`src/port_cfg_pkg.sv`:
```
// Package with register map, reset values and carrier types for the port block.
package port_cfg_pkg;

	// -------------------------------------------------------------------
	// Register addresses
	// -------------------------------------------------------------------
	localparam logic [7:0] ADDR_PORT_ONE_LATCH = 8'h90;
	localparam logic [7:0] ADDR_PORT_TWO_LATCH = 8'hA0;
	localparam logic [7:0] ADDR_PORT_ONE_OUTPUT_MODE = 8'hA5;
	localparam logic [7:0] ADDR_PORT_TWO_OUTPUT_MODE = 8'hA6;
	localparam logic [7:0] ADDR_PORT_ONE_MATCH_MASK = 8'hBF;
	localparam logic [7:0] ADDR_PORT_ONE_MATCH_VALUE = 8'hCF;
	localparam logic [7:0] ADDR_PORT_ONE_CROSSBAR_SKIP = 8'hD5;
	localparam logic [7:0] ADDR_PORT_TWO_CROSSBAR_SKIP = 8'hD6;
	localparam logic [7:0] ADDR_PORT_ONE_INPUT_MODE = 8'hF2;
	localparam logic [7:0] ADDR_PORT_TWO_INPUT_MODE = 8'hF3;

	// -------------------------------------------------------------------
	// Reset values and field masks
	// -------------------------------------------------------------------
	localparam logic [7:0] RST_LATCH = 8'hFF;
	localparam logic [7:0] RST_OUTPUT_MODE = 8'h00;
	localparam logic [7:0] RST_MATCH_MASK = 8'h00;
	localparam logic [7:0] RST_MATCH_VALUE = 8'hFF;
	localparam logic [7:0] RST_SKIP = 8'h00;
	localparam logic [7:0] RST_INPUT_MODE = 8'hFF;
	localparam logic [7:0] PORT_TWO_OUTPUT_MODE_WMASK = 8'h01;
	localparam logic [7:0] ZERO_BYTE = 8'h00;

	// -------------------------------------------------------------------
	// Carrier types
	// -------------------------------------------------------------------
	typedef struct packed {
		logic [7:0] input_mode;
		logic [7:0] output_mode;
		logic [7:0] skip;
		logic [7:0] latch;
	} port_cfg_s;

	typedef struct packed {
		logic [7:0] drive_low;
		logic [7:0] drive_high;
		logic [7:0] pullup_en;
		logic [7:0] receiver_en;
	} pin_ctrl_s;

endpackage

```
`src/port_pin_config_match.sv`:
```
// Port pin configuration, latch, read path and match-event logic.
`timescale 1ns/10ps

// Operation
// - Analog pin disables pullup, digital driver and digital receiver.
// - Input-mode bit 0 is analog input, 1 is digital.
// - Output-mode bit is ignored when the pin is analog.
// - Output-mode 0 is open-drain, 1 is push-pull.
// - Skip bit 1 makes crossbar pass the pin over.
// - Match event when masked pins differ from masked match value.
// - Mask bit 0 excludes a pin from the comparison.
// - Latch drives only pins not assigned to peripherals by the crossbar.
// - Latch 0 drives low; 1 drives high or floats per mode.
// - Port read gives 0 for analog pins, live level for digital.
// - Read-modify-write reads the latch rather than the pins.
// - Match event requests interrupt when enabled and wakes the oscillator.
module port_pin_config_match (
	input wire logic MCLK, // System clock.
	input wire logic RST, // Synchronous reset, active high.
	input wire logic [7:0] SFR_ADDR, // Register address.
	input wire logic SFR_WR, // Write strobe.
	input wire logic [7:0] SFR_WDATA, // Write data.
	input wire logic SFR_RD, // Read strobe.
	input wire logic SFR_RMW, // Read returns latch, not pins.
	output logic [7:0] SFR_RDATA, // Registered read data.
	input wire logic [7:0] P1_PIN_IN, // Port one pin levels.
	input wire logic [7:0] P2_PIN_IN, // Port two pin levels.
	input wire logic [7:0] P1_XBAR_SEL, // Crossbar owns port one pin.
	input wire logic [7:0] P1_XBAR_OUT, // Peripheral level, port one.
	input wire logic [7:0] P2_XBAR_SEL, // Crossbar owns port two pin.
	input wire logic [7:0] P2_XBAR_OUT, // Peripheral level, port two.
	input wire logic MATCH_INT_EN, // Match interrupt enable.
	output logic [7:0] P1_PIN_OUT, // Port one drive level.
	output logic [7:0] P1_PIN_OE_N, // Port one enable, low drives.
	output logic [7:0] P1_PULLUP_EN, // Port one weak pullup on.
	output logic [7:0] P2_PIN_OUT, // Port two drive level.
	output logic [7:0] P2_PIN_OE_N, // Port two enable, low drives.
	output logic [7:0] P2_PULLUP_EN, // Port two weak pullup on.
	output logic [7:0] P1_SKIP, // Port one skip to crossbar.
	output logic [7:0] P2_SKIP, // Port two skip to crossbar.
	output logic MATCH_EVENT, // Port one match level.
	output logic MATCH_IRQ, // Match interrupt request.
	output logic WAKE_REQ // Oscillator wake request.
);

	// -------------------------------------------------------------------
	// Decoding helpers
	// -------------------------------------------------------------------
	// Pin levels reach the pad one cycle after the registered config they are decoded from.
	function automatic port_cfg_pkg::pin_ctrl_s pin_ctrl(
		input port_cfg_pkg::port_cfg_s cfg,
		input logic [7:0] xsel,
		input logic [7:0] xout
	);
		port_cfg_pkg::pin_ctrl_s r;
		logic [7:0] lvl;
		lvl = (xsel & ~cfg.skip & xout) | (~(xsel & ~cfg.skip) & cfg.latch);
		r.drive_low = cfg.input_mode & ~lvl;
		r.drive_high = cfg.input_mode & cfg.output_mode & lvl;
		r.pullup_en = cfg.input_mode & ~r.drive_low & ~r.drive_high;
		r.receiver_en = cfg.input_mode;
		return r;
	endfunction

	function automatic logic [7:0] pin_read(
		input logic [7:0] mode,
		input logic [7:0] lvl
	);
		return mode & lvl;
	endfunction

	// -------------------------------------------------------------------
	// Pin synchronisers
	// -------------------------------------------------------------------
	// Each pin passes three flops; a level is taken only when the last two
	// agree, so a pin caught mid-transition never reaches the match logic.
	// The taken levels reset low; the match mask resets to all excluded,
	// so the settling pins cannot raise a false match after reset.
	logic [7:0] p1_s1, p1_s2, p1_s3, p2_s1, p2_s2, p2_s3;
	logic [7:0] p1_lvl, p2_lvl;
	logic [7:0] next_p1_lvl, next_p2_lvl;

	always_comb begin
		next_p1_lvl = p1_lvl;
		next_p2_lvl = p2_lvl;
		for (int i = 0; i < 8; i++) begin
			if (p1_s2[i] == p1_s3[i]) begin
				next_p1_lvl[i] = p1_s3[i];
			end
			if (p2_s2[i] == p2_s3[i]) begin
				next_p2_lvl[i] = p2_s3[i];
			end
		end
	end

	always_ff @(posedge MCLK) begin
		p1_s1 <= P1_PIN_IN;
		p1_s2 <= p1_s1;
		p1_s3 <= p1_s2;
		p2_s1 <= P2_PIN_IN;
		p2_s2 <= p2_s1;
		p2_s3 <= p2_s2;
		if (RST) begin
			p1_lvl <= port_cfg_pkg::ZERO_BYTE;
			p2_lvl <= port_cfg_pkg::ZERO_BYTE;
		end else begin
			p1_lvl <= next_p1_lvl;
			p2_lvl <= next_p2_lvl;
		end
	end

	// -------------------------------------------------------------------
	// Registers
	// -------------------------------------------------------------------
	port_cfg_pkg::port_cfg_s cfg1, cfg2, next_cfg1, next_cfg2;
	logic [7:0] match_mask, match_value, next_match_mask, next_match_value;
	logic [7:0] next_rdata;

	always_comb begin
		next_cfg1 = cfg1;
		next_cfg2 = cfg2;
		next_match_mask = match_mask;
		next_match_value = match_value;
		next_rdata = SFR_RDATA;
		if (SFR_WR) begin
			case (SFR_ADDR)
				port_cfg_pkg::ADDR_PORT_ONE_LATCH: next_cfg1.latch = SFR_WDATA;
				port_cfg_pkg::ADDR_PORT_TWO_LATCH: next_cfg2.latch = SFR_WDATA;
				port_cfg_pkg::ADDR_PORT_ONE_OUTPUT_MODE:
					next_cfg1.output_mode = SFR_WDATA;
				port_cfg_pkg::ADDR_PORT_TWO_OUTPUT_MODE:
					next_cfg2.output_mode = SFR_WDATA
						& port_cfg_pkg::PORT_TWO_OUTPUT_MODE_WMASK;
				port_cfg_pkg::ADDR_PORT_ONE_MATCH_MASK: next_match_mask = SFR_WDATA;
				port_cfg_pkg::ADDR_PORT_ONE_MATCH_VALUE: next_match_value = SFR_WDATA;
				port_cfg_pkg::ADDR_PORT_ONE_CROSSBAR_SKIP: next_cfg1.skip = SFR_WDATA;
				port_cfg_pkg::ADDR_PORT_TWO_CROSSBAR_SKIP: next_cfg2.skip = SFR_WDATA;
				port_cfg_pkg::ADDR_PORT_ONE_INPUT_MODE:
					next_cfg1.input_mode = SFR_WDATA;
				port_cfg_pkg::ADDR_PORT_TWO_INPUT_MODE:
					next_cfg2.input_mode = SFR_WDATA;
				default: next_rdata = SFR_RDATA;
			endcase
		end
		if (SFR_RD) begin
			case (SFR_ADDR)
				port_cfg_pkg::ADDR_PORT_ONE_LATCH: next_rdata = SFR_RMW ? cfg1.latch
					: pin_read(cfg1.input_mode, p1_lvl);
				port_cfg_pkg::ADDR_PORT_TWO_LATCH: next_rdata = SFR_RMW ? cfg2.latch
					: pin_read(cfg2.input_mode, p2_lvl);
				port_cfg_pkg::ADDR_PORT_ONE_OUTPUT_MODE: next_rdata = cfg1.output_mode;
				port_cfg_pkg::ADDR_PORT_TWO_OUTPUT_MODE: next_rdata = cfg2.output_mode;
				port_cfg_pkg::ADDR_PORT_ONE_MATCH_MASK: next_rdata = match_mask;
				port_cfg_pkg::ADDR_PORT_ONE_MATCH_VALUE: next_rdata = match_value;
				port_cfg_pkg::ADDR_PORT_ONE_CROSSBAR_SKIP: next_rdata = cfg1.skip;
				port_cfg_pkg::ADDR_PORT_TWO_CROSSBAR_SKIP: next_rdata = cfg2.skip;
				port_cfg_pkg::ADDR_PORT_ONE_INPUT_MODE: next_rdata = cfg1.input_mode;
				port_cfg_pkg::ADDR_PORT_TWO_INPUT_MODE: next_rdata = cfg2.input_mode;
				default: next_rdata = port_cfg_pkg::ZERO_BYTE;
			endcase
		end
	end

	always_ff @(posedge MCLK) begin
		if (RST) begin
			cfg1 <= '{port_cfg_pkg::RST_INPUT_MODE, port_cfg_pkg::RST_OUTPUT_MODE,
				port_cfg_pkg::RST_SKIP, port_cfg_pkg::RST_LATCH};
			cfg2 <= '{port_cfg_pkg::RST_INPUT_MODE, port_cfg_pkg::RST_OUTPUT_MODE,
				port_cfg_pkg::RST_SKIP, port_cfg_pkg::RST_LATCH};
			match_mask <= port_cfg_pkg::RST_MATCH_MASK;
			match_value <= port_cfg_pkg::RST_MATCH_VALUE;
			SFR_RDATA <= port_cfg_pkg::ZERO_BYTE;
		end else begin
			cfg1 <= next_cfg1;
			cfg2 <= next_cfg2;
			match_mask <= next_match_mask;
			match_value <= next_match_value;
			SFR_RDATA <= next_rdata;
		end
	end

	// -------------------------------------------------------------------
	// Pad control and match outputs
	// -------------------------------------------------------------------
	port_cfg_pkg::pin_ctrl_s c1, c2;
	logic next_match;

	always_comb begin
		c1 = pin_ctrl(cfg1, P1_XBAR_SEL, P1_XBAR_OUT);
		c2 = pin_ctrl(cfg2, P2_XBAR_SEL, P2_XBAR_OUT);
		next_match = (pin_read(cfg1.input_mode, p1_lvl) & match_mask)
			!= (match_value & match_mask);
	end

	always_ff @(posedge MCLK) begin
		if (RST) begin
			P1_PIN_OUT <= port_cfg_pkg::ZERO_BYTE;
			P1_PIN_OE_N <= ~port_cfg_pkg::ZERO_BYTE;
			P1_PULLUP_EN <= port_cfg_pkg::ZERO_BYTE;
			P2_PIN_OUT <= port_cfg_pkg::ZERO_BYTE;
			P2_PIN_OE_N <= ~port_cfg_pkg::ZERO_BYTE;
			P2_PULLUP_EN <= port_cfg_pkg::ZERO_BYTE;
			P1_SKIP <= port_cfg_pkg::RST_SKIP;
			P2_SKIP <= port_cfg_pkg::RST_SKIP;
			MATCH_EVENT <= 1'b0;
			MATCH_IRQ <= 1'b0;
			WAKE_REQ <= 1'b0;
		end else begin
			P1_PIN_OUT <= c1.drive_high;
			P1_PIN_OE_N <= ~(c1.drive_low | c1.drive_high);
			P1_PULLUP_EN <= c1.pullup_en;
			P2_PIN_OUT <= c2.drive_high;
			P2_PIN_OE_N <= ~(c2.drive_low | c2.drive_high);
			P2_PULLUP_EN <= c2.pullup_en;
			P1_SKIP <= cfg1.skip;
			P2_SKIP <= cfg2.skip;
			MATCH_EVENT <= next_match;
			MATCH_IRQ <= next_match & MATCH_INT_EN;
			WAKE_REQ <= next_match;
		end
	end

	// -------------------------------------------------------------------
	// Checks
	// -------------------------------------------------------------------
	analog_no_drive_a: assert property (@(posedge MCLK) disable iff (RST)
		!$past(cfg1.input_mode[1]) && !$past(RST) |-> P1_PIN_OE_N[1] && !P1_PULLUP_EN[1])
		else $error("Analog pin still driven or pulled up.");
	pushpull_high_a: assert property (@(posedge MCLK) disable iff (RST)
		$past(cfg2.input_mode[0] && cfg2.output_mode[0] && cfg2.latch[0]
		&& !P2_XBAR_SEL[0]) && !$past(RST) |-> !P2_PIN_OE_N[0] && P2_PIN_OUT[0])
		else $error("Push-pull high not driven.");
	latch_low_a: assert property (@(posedge MCLK) disable iff (RST)
		$past(cfg1.input_mode[1] && !cfg1.latch[1] && !P1_XBAR_SEL[1])
		&& !$past(RST) |-> !P1_PIN_OE_N[1] && !P1_PIN_OUT[1])
		else $error("Latch zero not driven low.");
	match_level_a: assert property (@(posedge MCLK) disable iff (RST)
		##1 $past(match_mask == port_cfg_pkg::ZERO_BYTE) |-> !MATCH_EVENT)
		else $error("Match raised with all pins masked.");
	irq_gate_a: assert property (@(posedge MCLK) disable iff (RST)
		MATCH_IRQ |-> MATCH_EVENT && WAKE_REQ)
		else $error("Interrupt without match.");
	rmw_latch_a: assert property (@(posedge MCLK) disable iff (RST)
		SFR_RD && SFR_RMW && SFR_ADDR == port_cfg_pkg::ADDR_PORT_TWO_LATCH
		|=> SFR_RDATA == $past(cfg2.latch))
		else $error("Read-modify-write did not return latch.");
	analog_read_a: assert property (@(posedge MCLK) disable iff (RST)
		SFR_RD && !SFR_RMW && SFR_ADDR == port_cfg_pkg::ADDR_PORT_ONE_LATCH
		&& !cfg1.input_mode[1] |=> !SFR_RDATA[1])
		else $error("Analog pin read as nonzero.");
	skip_out_a: assert property (@(posedge MCLK) disable iff (RST)
		SFR_WR && SFR_ADDR == port_cfg_pkg::ADDR_PORT_ONE_CROSSBAR_SKIP
		&& !SFR_RD |=> ##1 P1_SKIP == $past(SFR_WDATA, 2))
		else $error("Skip write not presented to crossbar.");

	// -------------------------------------------------------------------
	// Pad, read and match checks
	// -------------------------------------------------------------------
	// Pad outputs are registered, so each pad check looks at the configuration
	// one cycle earlier than the pad value it judges.
	open_drain_float_a: assert property (@(posedge MCLK) disable iff (RST)
		$past(cfg1.input_mode[0] && !cfg1.output_mode[0] && cfg1.latch[0]
		&& !P1_XBAR_SEL[0]) && !$past(RST) |-> P1_PIN_OE_N[0] && P1_PULLUP_EN[0])
		else $error("Open-drain high not released to pullup.");
	analog_mode_ignored_a: assert property (@(posedge MCLK) disable iff (RST)
		!$past(cfg2.input_mode[7]) && !$past(RST) |-> P2_PIN_OE_N[7] && !P2_PULLUP_EN[7])
		else $error("Analog pin followed its output mode.");
	xbar_route_a: assert property (@(posedge MCLK) disable iff (RST)
		$past(cfg2.input_mode[0] && P2_XBAR_SEL[0] && !cfg2.skip[0]
		&& !P2_XBAR_OUT[0]) && !$past(RST) |-> !P2_PIN_OE_N[0] && !P2_PIN_OUT[0])
		else $error("Crossbar-owned pin did not follow peripheral.");
	skip_pass_a: assert property (@(posedge MCLK) disable iff (RST)
		$past(cfg2.skip[0] && P2_XBAR_SEL[0] && cfg2.input_mode[0]
		&& cfg2.output_mode[0] && cfg2.latch[0]) && !$past(RST)
		|-> !P2_PIN_OE_N[0] && P2_PIN_OUT[0])
		else $error("Skipped pin did not follow its latch.");
	irq_follow_a: assert property (@(posedge MCLK) disable iff (RST)
		$past(MATCH_INT_EN) && MATCH_EVENT && !$past(RST) |-> MATCH_IRQ && WAKE_REQ)
		else $error("Enabled match raised no interrupt.");
	mode_readonly_a: assert property (@(posedge MCLK) disable iff (RST)
		(cfg2.output_mode & ~port_cfg_pkg::PORT_TWO_OUTPUT_MODE_WMASK)
		== port_cfg_pkg::ZERO_BYTE)
		else $error("Read-only output-mode bit was set.");
	digital_read_a: assert property (@(posedge MCLK) disable iff (RST)
		SFR_RD && !SFR_RMW && SFR_ADDR == port_cfg_pkg::ADDR_PORT_TWO_LATCH
		&& cfg2.input_mode[1] |=> SFR_RDATA[1] == $past(p2_lvl[1]))
		else $error("Digital pin read did not return its level.");
	pullup_digital_a: assert property (@(posedge MCLK) disable iff (RST)
		!$past(RST) |-> (P2_PULLUP_EN & ~$past(cfg2.input_mode))
		== port_cfg_pkg::ZERO_BYTE)
		else $error("Pullup on while pin is analog.");
	od_never_high_a: assert property (@(posedge MCLK) disable iff (RST)
		!$past(RST) |-> (P1_PIN_OUT & ~$past(cfg1.output_mode))
		== port_cfg_pkg::ZERO_BYTE)
		else $error("Open-drain pin driven high.");

endmodule // port_pin_config_match

```
`config.mk`:
```
export PLATFORM = sky130hd
export DESIGN_NAME = port_pin_config_match
export DESIGN_NICKNAME = d
export VERILOG_FILES = /design/src/port_cfg_pkg.sv /design/src/port_pin_config_match.sv
export SDC_FILE = /design/constraint.sdc
export NUM_CORES = 1
export LEC_CHECK = 0
export ABC_AREA = 0
export BUFFER_PORTS_ARGS = -buffer_cell sky130_fd_sc_hd__buf_2
export CELL_PAD_IN_SITES_DETAIL_PLACEMENT = 0
export CELL_PAD_IN_SITES_GLOBAL_PLACEMENT = 1
export CORE_ASPECT_RATIO = 2
export CORE_UTILIZATION = 42
export DETAILED_ROUTE_END_ITERATION = 7
export GPL_TIMING_DRIVEN = 0
export PLACE_DENSITY = 0.91
export SETUP_SLACK_MARGIN = 0.2
export SYNTH_ARGS = -nofsm -noshare
export SYNTH_HDL_FRONTEND = slang
export SYNTH_SLANG_ARGS = --single-unit
```
`constraint.sdc`:
```
create_clock -name MCLK -period 2.55 [get_ports MCLK]
set_clock_uncertainty 0.15 [all_clocks]
set_input_delay 0.51 -clock MCLK [delete_from_list [all_inputs] [get_ports MCLK]]
set_output_delay 0.51 -clock MCLK [all_outputs]
set_load 0.02 [all_outputs]
```
==> flow_summary_export.csv, run 1 <==
group,metric,value,unit
timing,fin_crit,2.234,ns
grt,grtUsageTotal,24.33,%
logic_synthesis,yosys_warnings,0,
worst_setup_path,start_kind,"primary input",
timing,finalHoldViolCount,0,
floorplan,ios,145,
worst_setup_path,cp.arrival,2.45,ns
worst_setup_path,path_cells,"buf_4 -> nor4_4 -> nor4b_4 -> nand2_4 -> buf_6 -> a211o_1",
floorplan,chipWidth,95.79,um
timing,rsz0062_at_grt,"false",
final_layout,drive_above_1_share,21.68,%
cts,clk_latency,0.48,ns
route,post_drt_wl_per_cell,18.94,um
floorplan,die_area,18160,um2
timing,slew_violations,0,
logic_synthesis,syn_inst,754,
worst_setup_path,cp_slowest_cell,"nor4b_4",
route,drt_wl_total,21800,um
floorplan,initial_core_util,42.78,%
final_layout,largest_reg_flops,24,
grt,grt_max_degree,18,
min_path,hold_path.class,"primary input to flip-flop",
min_path,whs_path_depth,2,
grt,grt_pass1_vias,5949,
route,drt-initial-drc-count,434,
route,drtAntennaViolNets,0,
floorplan,coreArea,17270,um2
worst_setup_path,worstSetupPathType,"primary input to flip-flop",
grt,antenna_found_initial,0,
logic_synthesis,synth_cell_types,48,
final_layout,fillers,1666,
logic_synthesis,synth_edf_count,0,
placement,dp_slack,-0.1489,ns
placement,gp_congestion,0.9451,
route,first_pass_iters,6,
cts,clk_pin_slew,0.07,ns
worst_setup_path,reg2regPathDepth,5,
worst_setup_path,cp_data_required_time,2.77,ns
logic_synthesis,ys_ff_latch,204,
final_layout,syn_to_final_growth,24.01,%
timing,worst_slew_pin_slew,0.8647,ns
floorplan,row_count,68,
logic_synthesis,ys_async_sr_fraction,0,%
route,drc,0,
timing,setup_ws,0.3161,ns
timing,slew_headroom,42.11,%
power,power.density,738.9,nW/um2
worst_setup_path,crit_family,"simple AND/OR/NAND/NOR gates",
logic_synthesis,ys_seq_area_share,55.28,%
timing,finalCritPeriodShare,87.61,%
route,dr_total_vias,6171,
final_layout,diodes,0,
timing,fin_setup_tns,0,ns
cts,clockBufferDepth,3,
worst_setup_path,cp-end-kind,"flip-flop",
logic_synthesis,synth_ff_type,"dfxtp_1",
floorplan,die_h,189.6,um
grt,grt_first_pass_wirelength,32550,um
worst_setup_path,cpPeakStageDelay,0.78,ns
cts,root_buffer,"clkbuf_16",
cts,cts_tree,"yes",
worst_setup_path,crit_cells,6,
final_layout,fin_cells,1151,
power,total_leakage_power,3.838,nW
timing,setup_viol,0,
timing,fmax,0.4476,GHz
placement,hpwl,16300,um
placement,dp_cells,1102,
run_status,status,"finished clean",
power,vdd_drop_max,0.7521,mV
grt,grt_overflow,0,
cts,cts_inserted_buffers,19,
worst_setup_path,worst-path-max-fanout,10,
worst_setup_path,path_buf_inv,2,
final_layout,reg_top3,"cfg1 x24, cfg2 x17",
logic_synthesis,synth.cell_area,7388,um2
final_layout,fin_nets,999,
logic_synthesis,syn_avg_cell_area,9.799,um2
final_layout,regMostFlops,"cfg1",
cts,clock-sinks,204,
route,via_per_inst,5.361,
job,timing.max_cap.violations,0,
cts,htree_levels,1,
placement,io_buffers,132,
-- stage by stage --
| stage | instance area [um2] | total power [W] | hold WS (ns) | util [%] |
|---|---|---|---|---|
| after global placement | 8334 | 0.003772 | 0.1603 | 48.25 |
| after global routing | 9163 | 0.006987 | 0.08936 | 53.05 |
| after floorplan | 7411 | 0.003611 | 0.1596 | - |
| after CTS | 9161 | 0.006817 | 0.08430 | 53.04 |
| after detailed placement | 8334 | 0.003780 | 0.1621 | 48.25 |
| final | 9163 | 0.006770 | 0.08483 | 53.05 |
-- metal layers --
layer | track usage, % | wire, um | up-vias
li1 | - | - | 2968
met1 | 24.54 | 7534 | 2879
met2 | 43.90 | 11540 | 235
met3 | 3.157 | 928 | 89
met4 | 18.08 | 1796 | 0
met5 | 0 | 0 | -
-- Yosys cell counts (5+ instances only) --
| cell type | instances | area, um2 |
|---|---|---|
| a211o_1 | 40 | 350.3 |
| a21oi_1 | 52 | 260.3 |
| a222oi_1 | 10 | 100.1 |
| a22oi_1 | 18 | 135.1 |
| and3b_1 | 9 | 78.83 |
| buf_2 | 5 | 25.02 |
| buf_4 | 10 | 75.07 |
| clkbuf_1 | 22 | 82.58 |
| dfxtp_1 | 204 | 4084 |
| inv_1 | 10 | 37.54 |
| mux2_2 | 8 | 90.09 |
| mux2i_1 | 17 | 170.2 |
| nand2_1 | 74 | 277.8 |
| nand2b_1 | 5 | 31.28 |
| nand3_1 | 11 | 55.05 |
| nand3b_1 | 8 | 60.06 |
| nor2_1 | 91 | 341.6 |
| nor2b_1 | 41 | 256.5 |
| nor3b_1 | 16 | 120.1 |
| o21ai_0 | 45 | 225.2 |
| o21ai_1 | 8 | 40.04 |
| xnor2_1 | 9 | 78.83 |
-- report_power, final --
| part | internal, W | switching [W] | total [W] |
|---|---|---|---|
| logic | 0.000162 | 0.000254 | 0.000416 |
| registers | 0.00327 | 0.0000399 | 0.00331 |
| clock network | 0.00184 | 0.00120 | 0.00304 |
| total | 0.00527 | 0.00150 | 0.00677 |
-- final timing paths --
check               startpoint           end  slack (ns)
setup / recovery   SFR_ADDR[0]       cfg1[7]        0.32
setup reg to reg         c2[3]  SFR_RDATA[3]        0.81
hold / removal    MATCH_INT_EN     MATCH_IRQ        0.08
hold reg to reg       p1_s1[7]      p1_s2[7]        0.17
-- cell usage in the layout, fill, tap and decap left out, types with 4 or more instances in the layout --
cell type      instances
bufinv_16              4
and3b_1                9
nand2b_1               5
and2_1                 4
dlygate4sd3_1         16
inv_1                 10
mux2i_1               17
nand3_1               11
nand2_1               74
buf_4                 10
dfxtp_1              204
a21oi_1               52
xnor2_1                9
a211o_1               40
a222oi_1              10
nor2b_1               41
o21ai_0               45
clkbuf_1              24
nor3b_1               16
nand3b_1               8
buf_1                  4
clkbuf_16             19
nor2_1                91
buf_2                137
a22oi_1               18
o21ai_1                8
conb_1                 7
mux2_2                 8
-- final cells by class --
cell class                 count  area [um2]  area share [%]
buffer                        44       226.5           2.472
clock buffer                  24       514.2           5.612
clock inverter                 9       152.6           1.666
inverter                      10       37.54          0.4097
multi-input combinational    502        3064           33.44
sequential                   204        4084           44.57
tap                          210       262.8           2.868
timing repair buffer         148       820.8           8.958
-- kinds of logic after synthesis --
kind of cell,after synthesis,synth area share [%]
DFF,204,55.28
AOI/OAI and AO/OA,181,16.14
and+or+nand+nor,279,20.27
other,1,0.05076
buffers and inverters,54,3.556
xor gates and xnor gates,10,1.186
muxes,25,3.522
-- timing repair --
item	in CTS	in global routing
buffers inserted	0	0
setup endpoints to repair	0	1
resized for setup	0	2
endpoints found under the hold margin	16	0
hold buffers	16	0
No activity file was read; power rests on OpenSTA's default activity.
==> inputs of run 2 (changes only) <==
--- a/config.mk
+++ b/config.mk
@@ -10,10 +10,10 @@
 export CELL_PAD_IN_SITES_DETAIL_PLACEMENT = 0
 export CELL_PAD_IN_SITES_GLOBAL_PLACEMENT = 1
 export CORE_ASPECT_RATIO = 2
-export CORE_UTILIZATION = 42
+export CORE_UTILIZATION = 45
 export DETAILED_ROUTE_END_ITERATION = 7
 export GPL_TIMING_DRIVEN = 0
-export PLACE_DENSITY = 0.91
+export PLACE_DENSITY = 0.95
 export SETUP_SLACK_MARGIN = 0.2
 export SYNTH_ARGS = -nofsm -noshare
 export SYNTH_HDL_FRONTEND = slang
==> constraint.sdc (replaced) <==
create_clock -name MCLK -period 2.69 [get_ports MCLK]
set_clock_uncertainty 0.15 [all_clocks]
set_input_delay 0.538 -clock MCLK [delete_from_list [all_inputs] [get_ports MCLK]]
set_output_delay 0.538 -clock MCLK [all_outputs]
set_load 0.02 [all_outputs]
==> run 2 against run 1 <==
  * Clock power shrank 8.6%
  * Highest routed layer unchanged
  * Largest cell class unchanged
  * Via count up 0.31%
  * Die area fell by 6.6%
  * Cell count down 1.0%
  * Register-to-register slack better by 0.14 ns
  * Critical path depth unchanged
  * Non-clock buffer count is 3 lower
  * Combinational power is 6.0% lower
  * Core utilization rose by 4.0 points
==> flow_summary_export.csv, run 2 (same netlist as run 1, synthesis figures left out) <==
group,metric,value,unit
floorplan,die_area,16970,um2
final_layout,fin_nets,996,
floorplan,coreArea,15940,um2
route,first_pass_iters,7,
cts,root_buffer,"clkbuf_16",
final_layout,largest_reg_flops,24,
final_layout,final_cell_mix,"dfxtp_1, buf_2, nor2_1",
route,drt_wl_total,21680,um
final_layout,drive_above_1_share,21.86,%
cts,clockBufferDepth,3,
timing,slew_headroom,37.52,%
cts,clock-sinks,204,
timing,fin_crit,2.356,ns
final_layout,reg_top3,"cfg1 x24, cfg2 x17",
final_layout,post-route-util,57.04,%
timing,setup_viol,0,
grt,grt_first_pass_wirelength,32710,um
power,total_leakage_power,3.821,nW
grt,grt_pass1_vias,6081,
worst_setup_path,worst-path-max-fanout,10,
route,dr_total_vias,6190,
route,drtAntennaViolNets,0,
cts,cts_resized,0,
final_layout,syn_to_final_growth,23.07,%
route,post_drt_wl_per_cell,19.04,um
cts,htree_levels,1,
worst_setup_path,reg2regPathDepth,6,
timing,fmax,0.4244,GHz
route,drt-initial-drc-count,473,
timing,slew_violations,0,
timing,worst_slew_pin_slew,0.9332,ns
timing,fin_setup_tns,0,ns
worst_setup_path,cp_slowest_cell,"nor4b_4",
timing,finalHoldViolCount,0,
floorplan,chipWidth,92.61,um
final_layout,regMostFlops,"cfg1",
cts,clk_latency,0.49,ns
route,drc,0,
route,via_per_inst,5.435,
grt,grt_overflow,0,
worst_setup_path,path_cells,"buf_4 -> nor4_4 -> nor4b_4 -> nand2_4 -> buf_6 -> a211o_1",
floorplan,initial_core_util,46.35,%
worst_setup_path,cp-end-kind,"flip-flop",
grt,grt_max_degree,17,
placement,gp_congestion,0.9780,
timing,rsz0062_at_grt,"false",
floorplan,row_count,65,
placement,hpwl,15890,um
worst_setup_path,cpPeakStageDelay,0.83,ns
min_path,whs_path_depth,1,
worst_setup_path,start_kind,"primary input",
cts,hold_buffers,10,
grt,antenna_found_initial,0,
placement,io_buffers,132,
timing,finalCritPeriodShare,87.60,%
run_status,status,"finished clean",
power,vdd_drop_max,0.6467,mV
grt,grtUsageTotal,25.52,%
worst_setup_path,cp.arrival,2.58,ns
min_path,hold_path.class,"primary input to flip-flop",
final_layout,final_common_cell,"dfxtp_1",
cts,cts_inserted_buffers,19,
cts,cts_tree,"yes",
power,power.density,694.0,nW/um2
cts,clk_pin_slew,0.06,ns
worst_setup_path,cp_data_required_time,2.91,ns
cts,postCtsSetupBuffers,0,
job,timing.max_cap.violations,0,
floorplan,ios,145,
worst_setup_path,worstSetupPathType,"primary input to flip-flop",
floorplan,die_h,183.2,um
final_layout,diodes,0,
[run 2: routing by layer]
layer	vias to the layer above	track usage (%)	part of all wire (%)
li1	2954	-	-
met3	97	4.104	5.9
met5	-	0	0
met2	282	46.58	52
met1	2857	25.78	34
met4	0	17.94	7.6
[run 2: path summary, 6_finish.rpt]
| check | from | end | slack [ns] |
|---|---|---|---|
| setup reg to reg | cfg1[3] | SFR_RDATA[3] | 0.95 |
| hold reg to reg | p1_s1[4] | p1_s2[4] | 0.17 |
| hold / removal | P2_PIN_IN[1] | p2_s1[1] | 0.006 |
| setup / recovery | SFR_ADDR[0] | cfg1[6] | 0.33 |
[run 2: power breakdown]
part / leakage (nW) / internal, W / switching (W)
Sequential: 1.68 / 0.00310 / 0.0000365
Clock: 0.315 / 0.00162 / 0.00116
Combinational: 1.83 / 0.000151 / 0.000241
Total: 3.82 / 0.00487 / 0.00144
[run 2: final cells by class]
cell class / instances / area [um2]
Fill cell: 1516 / 6848
Sequential cell: 204 / 4084
Multi-Input combinational cell: 502 / 3064
Timing Repair Buffer: 145 / 790.8
Clock buffer: 21 / 493.0
Tap cell: 201 / 251.5
Buffer: 44 / 225.2
Clock inverter: 12 / 146.4
Inverter: 10 / 37.54
[run 2: critical path: cells and delay by family]
family / cells / cell delay, ns
AO/OA/AOI/OAI: 1 / 0.29
buffers and inverters: 2 / 0.35
AND/OR/NAND/NOR: 3 / 1.39
[run 2: stage by stage]
stage	setup WS, ns	hold slack (ns)	area, um2	instances	total power, W
after floorplan	0.4008	0.1596	7411	760	0.003423
after global placement	-0.04445	0.1599	8323	1093	0.003573
after detailed placement	-0.09983	0.1621	8323	1093	0.003582
after CTS	0.3976	0.001175	9062	1136	0.006339
after global routing	0.2571	0.005586	9092	1139	0.006504
final	0.3336	0.006235	9092	1139	0.006310
